===== config.mk =====
export PLATFORM = sky130hd
export DESIGN_NAME = pis_sequencer
export DESIGN_NICKNAME = d
export VERILOG_FILES = /design/src/design/pis_pkg.sv /design/src/design/pis_sequencer.sv /design/src/design/pis_prio_chain.sv
export SDC_FILE = /design/constraint.sdc
export NUM_CORES = 1
export LEC_CHECK = 0
export BUFFER_PORTS_ARGS = -buffer_cell sky130_fd_sc_hd__buf_2
export CAP_MARGIN = 20
export CORE_AREA = 2 2 64 66
export CTS_CLUSTER_SIZE = 12
export DETAILED_ROUTE_END_ITERATION = 8
export DIE_AREA = 0 0 66 68
export HOLD_SLACK_MARGIN = 0.15
export PLACE_DENSITY = 0.69
export SYNTH_ARGS = -nofsm -noshare
export SYNTH_HDL_FRONTEND = slang
export SYNTH_SLANG_ARGS = --single-unit

===== constraint.sdc =====
create_clock -name i_clk -period 3.1 [get_ports i_clk]
set_clock_uncertainty 0.2 [all_clocks]
set_input_delay 0.775 -clock i_clk [delete_from_list [all_inputs] [get_ports i_clk]]
set_output_delay 0.775 -clock i_clk [all_outputs]
set_load 0.02 [all_outputs]

===== src/design/pis_pkg.sv =====
// Purpose: Shared constants and carriers for the priority interrupt sequencer.
// Assumes: Pulse counter counts down from 24 to 0, phase counter 0 to 7.
// Notes: Channel count and vector width are parameters of the top module.
package pis_pkg;

    // ------------------------------------------------------------
    // Timing and decode constants
    // ------------------------------------------------------------
    localparam logic [4:0] PIS_T_WIN_HI = 5'h16;
    localparam logic [4:0] PIS_T_WIN_LO = 5'h11;
    localparam logic [4:0] PIS_T_TAKE = 5'h0a;
    localparam logic [4:0] PIS_T_XFER = 5'h09;
    localparam logic [2:0] PIS_PH_ZERO = 3'h0;
    localparam logic [2:0] PIS_PH_FOUR = 3'h4;
    localparam logic [2:0] PIS_PH_SIX = 3'h6;
    localparam logic [2:0] PIS_PH_SEVEN = 3'h7;
    localparam logic [5:0] PIS_OP_UNCOND_BRANCH = 6'h01;
    localparam int PIS_GROUP = 16;
    localparam int PIS_CHANNELS = 2;
    localparam int PIS_VEC_W = 10;
    localparam logic PIS_TAKEN_RESET = 1'b0;

    // ------------------------------------------------------------
    // Sequencer timing carrier
    // ------------------------------------------------------------
    typedef struct packed {
        logic [4:0] pulse;
        logic [2:0] phase;
        logic end_cycle_bit;
        logic mem_share_ff;
    } pis_timing_s;

    // ------------------------------------------------------------
    // Decoded instruction carrier
    // ------------------------------------------------------------
    typedef struct packed {
        logic [5:0] opcode;
        logic indirect_ff;
        logic skip_taken;
    } pis_instr_s;

endpackage


===== src/design/pis_sequencer.sv =====
// Purpose: Priority interrupt logic and its CPU sequencer hooks.
// Assumes: Pulse and phase counts come from the CPU on the same clock.
// Notes: Request lines are pins and pass a three stage synchroniser.
//
// Contract
// - Latch request lines only from T22 to T17.
// - Lower channel number ranks higher, chainable.
// - Forward request if pending, inactive, none higher.
// - Set taken flop at T10 of end cycle.
// - Taken interrupt clears halt after halt stop.
// - Taken flop loads vector, blocks counter transfer.
// - Acknowledge in first non-end cycle, clear at T10.
// - Acknowledge makes highest pending channel active.
// - Higher request nests inside lower routine.
// - Higher request before acknowledge wins acknowledge.
// - Release pulse on indirect unconditional branch.
// - Release clears only highest active channel.
// - Skip end passes phase seven, reloads vector.
// - Acknowledge is not gated by time-share.
// - Waiting channel recognised at releasing branch end.
// - Single-step channel blocks indirect flop set.
// - Single-step channel releases immediately outside share.
`timescale 1ns/1ns
module pis_sequencer
    import pis_pkg::*;
#(
    parameter int N = pis_pkg::PIS_CHANNELS,
    parameter int VW = pis_pkg::PIS_VEC_W
) (
    // Clock, reset, enable
    input wire logic i_clk,
    input wire logic i_resetn,
    input wire logic i_ce,
    // Master clear
    input wire logic i_master_clear,
    // External request pins
    input wire logic [N-1:0] i_chan_line,
    // Static configuration
    input wire logic [N-1:0] i_single_step_cfg,
    input wire logic [N*VW-1:0] i_chan_vector,
    // CPU timing and instruction state
    input wire pis_pkg::pis_timing_s i_timing,
    input wire pis_pkg::pis_instr_s i_instr,
    input wire logic i_halt_ff,
    input wire logic i_parity_err_ff,
    input wire logic i_run_sw_sig,
    // Outputs to the CPU
    output logic o_cpu_service_call,
    output logic o_int_taken,
    output logic o_halt_clear,
    output logic o_pc_xfer_inhibit,
    output logic o_vector_load,
    output logic [VW-1:0] o_vector_addr_lines,
    output logic o_force_phase_seven,
    output logic o_indirect_set_block,
    output logic o_ack_window_pulse,
    output logic o_chan_release_pulse,
    // Status
    output logic [N-1:0] o_chan_pending,
    output logic [N-1:0] o_chan_active
);
    import pis_pkg::*;

    // ------------------------------------------------------------
    // Pin synchroniser
    // ------------------------------------------------------------
    // Three stages: a change counts only once stages two and three agree.
    logic [N-1:0] sync1;
    logic [N-1:0] sync2;
    logic [N-1:0] sync3;
    logic [N-1:0] line_q;
    always_ff @(posedge i_clk or negedge i_resetn) begin
        if (!i_resetn) begin
            sync1 <= '0;
            sync2 <= '0;
            sync3 <= '0;
            line_q <= '0;
        end else if (i_ce) begin
            sync1 <= i_chan_line;
            sync2 <= sync1;
            sync3 <= sync2;
            line_q <= (sync2 & sync3) | (line_q & (sync2 | sync3));
        end
    end

    // ------------------------------------------------------------
    // Decode
    // ------------------------------------------------------------
    logic [N-1:0] pending;
    logic [N-1:0] active;
    logic taken;
    logic [N-1:0] first_pending;
    logic [N-1:0] first_active;
    logic [N-1:0] service_sel;
    wire in_window = (i_timing.pulse <= PIS_T_WIN_HI) &&
                     (i_timing.pulse >= PIS_T_WIN_LO);
    wire at_take = i_timing.pulse == PIS_T_TAKE;
    wire at_xfer = i_timing.pulse == PIS_T_XFER;
    wire share = i_timing.mem_share_ff;
    wire end_bit = i_timing.end_cycle_bit;
    wire single_step_chan_hit = |(active & i_single_step_cfg);
    wire uncond_branch = (i_timing.phase == PIS_PH_ZERO) &&
                         i_instr.indirect_ff &&
                         (i_instr.opcode == PIS_OP_UNCOND_BRANCH);

    // The chain gives each channel the "none higher pending" term.
    pis_prio_chain #(
        .N(N)
    ) u_chain (
        .i_pending(pending),
        .i_active(active),
        .o_first_pending(first_pending),
        .o_first_active(first_active)
    );

    // Only the first pending channel, if it is not yet active, asks.
    // A higher channel can ask while a lower one is active.
    assign service_sel = first_pending & ~active;
    wire cpu_service_call = |service_sel;

    // Take at T10 of an end cycle; waiting channels are seen here only.
    // After a release, the next take is the branch's own end cycle.
    wire take_now = at_take && end_bit && cpu_service_call && !share;
    // Acknowledge ignores time-share on purpose.
    wire ack_window_pulse = taken && !end_bit && in_window;
    wire clear_taken = at_take && taken && !end_bit;
    // Release by indirect branch, or at once for a single-step channel.
    wire rel_branch = uncond_branch && in_window;
    wire rel_single = single_step_chan_hit && !share && end_bit &&
                      in_window;
    wire chan_release_pulse = rel_branch || rel_single;
    // The window spans six clocks; a release acts on its first clock only, so
    // one release never unwinds more than one nesting level.
    wire win_first = i_timing.pulse == PIS_T_WIN_HI;
    wire rel_now = chan_release_pulse && win_first;
    wire [N-1:0] rel_mask = rel_now ? first_active : '0;
    // Acknowledge sets the first pending channel, so a later arriving
    // higher channel takes the acknowledge instead.
    wire [N-1:0] ack_mask = ack_window_pulse ? first_pending : '0;
    wire [N-1:0] sample = in_window ? line_q : '0;

    // ------------------------------------------------------------
    // Channel flags
    // ------------------------------------------------------------
    // Set wins over release, so a fresh request is never dropped.
    wire [N-1:0] next_pending = (pending & ~rel_mask) | sample;
    wire [N-1:0] next_active = (active & ~rel_mask) | ack_mask;
    wire next_taken = take_now | (taken & ~clear_taken);
    always_ff @(posedge i_clk or negedge i_resetn) begin
        if (!i_resetn) begin
            pending <= '0;
            active <= '0;
            taken <= PIS_TAKEN_RESET;
        end else if (i_ce) begin
            if (i_master_clear) begin
                pending <= '0;
                active <= '0;
                taken <= PIS_TAKEN_RESET;
            end else begin
                pending <= next_pending;
                active <= next_active;
                taken <= next_taken;
            end
        end
    end

    // ------------------------------------------------------------
    // Vector selection
    // ------------------------------------------------------------
    // Vector follows the current winner, so a phase seven reload
    // picks up a higher channel that arrived meanwhile.
    logic [VW-1:0] vec_sel;
    always_comb begin
        vec_sel = '0;
        for (int k = 0; k < N; k++) begin
            if (first_pending[k]) begin
                vec_sel = i_chan_vector[k*VW +: VW];
            end
        end
    end
    wire vec_load = taken && !share && (at_xfer ||
                    i_timing.phase == PIS_PH_SEVEN);
    logic [VW-1:0] vector_addr_lines;
    always_ff @(posedge i_clk or negedge i_resetn) begin
        if (!i_resetn) begin
            vector_addr_lines <= '0;
        end else if (i_ce && vec_load) begin
            vector_addr_lines <= vec_sel;
        end
    end

    // ------------------------------------------------------------
    // Outputs
    // ------------------------------------------------------------
    assign o_cpu_service_call = cpu_service_call;
    assign o_int_taken = taken;
    // Halt from a halt instruction only, with the switch at run.
    assign o_halt_clear = taken && i_run_sw_sig && i_halt_ff &&
                          !i_parity_err_ff;
    assign o_pc_xfer_inhibit = taken && !share && at_xfer;
    assign o_vector_load = vec_load;
    assign o_vector_addr_lines = vector_addr_lines;
    assign o_force_phase_seven = take_now && i_instr.skip_taken;
    assign o_indirect_set_block = single_step_chan_hit &&
        (i_timing.phase == PIS_PH_FOUR ||
         i_timing.phase == PIS_PH_SIX);
    assign o_ack_window_pulse = ack_window_pulse;
    assign o_chan_release_pulse = chan_release_pulse;
    assign o_chan_pending = pending;
    assign o_chan_active = active;
endmodule


===== src/design/pis_prio_chain.sv =====
// Purpose: Fixed priority chain over the channel flags.
// Assumes: Bit 0 is the highest priority channel.
// Notes: Purely combinational; each output has at most one bit set.
`timescale 1ns/1ns
module pis_prio_chain #(
    parameter int N = 2
) (
    // Flags in
    input wire logic [N-1:0] i_pending,
    input wire logic [N-1:0] i_active,
    // Selections out
    output logic [N-1:0] o_first_pending,
    output logic [N-1:0] o_first_active
);
    wire [N:0] pend_above;
    wire [N:0] act_above;
    assign pend_above[0] = 1'b0;
    assign act_above[0] = 1'b0;

    // ------------------------------------------------------------
    // Chain
    // ------------------------------------------------------------
    genvar g;
    generate
        for (g = 0; g < N; g++) begin : g_chain
            assign o_first_pending[g] = i_pending[g] & ~pend_above[g];
            assign o_first_active[g] = i_active[g] & ~act_above[g];
            assign pend_above[g+1] = pend_above[g] | i_pending[g];
            assign act_above[g+1] = act_above[g] | i_active[g];
        end
    endgenerate
endmodule


==> impl_metrics.py <==
metrics = {
    "clocking": {
        "cts_tree": "yes",
        "h-tree-depth": 1,
        "cts.sinks": 23,
        "root_buffer": "clkbuf_8",
        "clk_latency_ps": 260,
        "clk_pin_slew_ps": 80,
        "post_cts_resized": 0,
        "cts_max_path_buffers": 2,
        "postCtsHoldBufs": 0,
        "postCtsSetupBuffers": 0,
        "cts_inserted_buffers": 3,
    },
    "routing": {
        "vias": 1222,
        "dr.pass1.iters": 4,
        "dr.first_iter.drc_count": 34,
        "wl_per_cell_um": 12.7,
        "routed_via_density": 5.07,
        "finalWirelength_um": 3060,
        "drc": 0,
        "ant_nets": 0,
    },
    "layout": {
        "multi_input_area_um2": 657,
        "nets": 241,
        "areaGrowthSynthToFinish_pct": 34.7,
        "nFillCells": 378,
        "instances_no_fill": 241,
        "seq_area_um2": 576,
        "drive_above_1_share_pct": 49.2,
        "antennaDiodeCount": 0,
        "final_util_pct": 44.7,
    },
    "grt": {
        "grt_pass1_wl_um": 4690,
        "grt_pass1_vias": 1031,
        "gr-total-overflow": 0,
        "grt_usage_pct": 13.4,
        "antenna_found_initial": 0,
        "grt_max_degree": 24,
    },
    "setup_path": {
        "worstPathArrival_ps": 2070,
        "regToRegStartpoint": "o_chan_pending[0]",
        "crit_path_end_kind": "primary output",
        "start_kind": "input port",
        "r2r_cells": 3,
        "worstSetupStartpoint": "i_timing[7]",
        "cp_max_fo": 4,
        "critPathKind": "in2out",
        "reg2reg_slack_ps": 1130,
        "required_ps": 2120,
        "rr_endpoint": "o_vector_addr_lines[8]",
    },
    "placed_design": {
        "post-dp-hpwl_um": 2350,
        "numPortBuffers": 71,
        "dp_worst_setup_slack_ps": 53.6,
        "dpl.cell_count": 237,
        "gp_congestion": 0.744,
    },
    "run_status": {
        "status": "finished, final reports clean",
    },
    "synth": {
        "synth_area_per_cell_um2": 10.6,
        "yosys_most_used_dff": "dfrtp_1",
        "async_flop_share_pct": 100,
        "ys_types": 30,
        "seq_area_frac_synth_pct": 45.0,
        "syn_inst": 121,
        "ys_seq_elements": 23,
        "synth_edf_count": 0,
        "ys_warn_count": 0,
        "netlist_area_um2": 1280,
        "synth_fp_nets": 170,
    },
    "timing": {
        "layout_min_cycle_time_ps": 3040,
        "fin_crit_sh_pct": 98.1,
        "worst-slew-pin-transition_ps": 807,
        "hold_violations": 0,
        "rsz0062_at_grt": "false",
        "setup_ws_ps": 57.6,
        "hold_ws_ps": 274,
        "setup_viol": 0,
        "timing.slew.headroom_pct": 46.1,
        "fmax_mhz": 329,
        "drv_slew": 0,
        "tns_ps": 0,
    },
    "floorplanning": {
        "die_area_um2": 4490,
        "num_rows": 23,
        "die_w_um": 66,
        "io_pins": 72,
        "initial_core_util_pct": 33.2,
        "core_area_um2": 3860,
        "die_y_um": 68,
    },
    "run": {
        "maxCapViolations": 0,
    },
    "power": {
        "peakVddDrop_mv": 0.293,
        "leakage_nw": 0.895,
        "power_density_nw_per_um2": 420,
    },
    "min_path": {
        "hp-class": "in2async",
    },
}
cells by family (layout without fill, tap and decap cells):
logic type / Yosys count / count (layout) / share of synthesized area, %
and+or+nand+nor: 34 / 34 / 17.9
muxes: 14 / 14 / 12.3
AOI/OAI and AO/OA: 38 / 38 / 21.1
buffers and inverters: 12 / 82 / 3.62
DFF: 23 / 23 / 45.0
registers in the layout, summed over array words and instances (netlist names):
register             cells
o_chan_active            2
sync3                    2
o_int_taken              1
o_vector_addr_lines     10
sync2                    2
sync1                    2
line_q                   2
o_chan_pending           2
metal layers:
| layer | track usage [%] | routed length [µm] | vias to the layer above |
|---|---|---|---|
| li1 | - | - | 599 |
| met1 | 16.8 | 1310 | 571 |
| met2 | 23.4 | 1540 | 52 |
| met3 | 3.45 | 206 | 0 |
| met4 | 2.81 | 0 | 0 |
| met5 | 0 | 0 | - |
report_power, final:
group / switching (mW) / internal (mW) / total, mW
combinational: 0.0917 / 0.0826 / 0.174
clock: 0.0936 / 0.0896 / 0.183
sequential: 0.0359 / 0.331 / 0.367
cells in the mapped netlist, types with 2 or more instances:
cell,count,area [µm²]
o31ai_1,3,22.5
nand2_1,3,11.3
nand3b_1,2,15.0
dfrtp_1,23,576
nor2_1,9,33.8
mux2_2,14,158
nor4b_1,2,17.5
a21oi_1,6,30.0
a31oi_1,2,12.5
nor2b_1,6,37.5
o21ai_0,10,50.1
a32oi_1,2,17.5
a22o_1,12,105
inv_1,7,26.3
clkbuf_1,4,15.0
nor3_1,2,10.0
stage by stage:
stage	cell area, µm²	power (mW)
final	1720	0.724
after detailed placement	1680	0.549
after CTS	1720	0.734
after global routing	1720	0.770
after global placement	1680	0.543
after floorplan	1280	0.473
final cells by class:
| type | count | share of cell area [%] |
|---|---|---|
| clock inverter | 1 | 0.290 |
| tap | 50 | 3.63 |
| timing repair buffer | 71 | 20.6 |
| multi-input combinational | 86 | 38.1 |
| clock buffer | 3 | 2.40 |
| inverter | 7 | 1.53 |
| sequential | 23 | 33.4 |
layout by cell type (no fill, tap or decap), drive strengths merged, types with 3 or more instances in the layout:
cell / netlist / final
inv: 7 / 7
a32oi: 3 / 3
o21ai: 10 / 10
dfrtp: 23 / 23
a22o: 12 / 12
clkbuf: 5 / 3
a21oi: 6 / 6
nor3: 3 / 3
nor2b: 6 / 6
mux2: 14 / 14
buf: 0 / 71
nand2: 3 / 3
nor2: 9 / 9
o31ai: 3 / 3
worst max path at each step:
stage | endpoint | slack [ps] | cells after the start
floorplan | o_ack_window_pulse | 180 | 3
global placement | o_chan_release_pulse | 70 | 5
detailed placement | o_chan_release_pulse | 50 | 5
CTS | o_chan_release_pulse | 50 | 5
global route | o_ack_window_pulse | 10 | 5
finish | o_chan_release_pulse | 60 | 5
critical path, cell delays in order:
cell	delay, ps
buf_2	130
and3_1	190
or4b_2	680
nor2_1	120
buf_2	160
No activity file was read; power rests on OpenSTA's default activity.
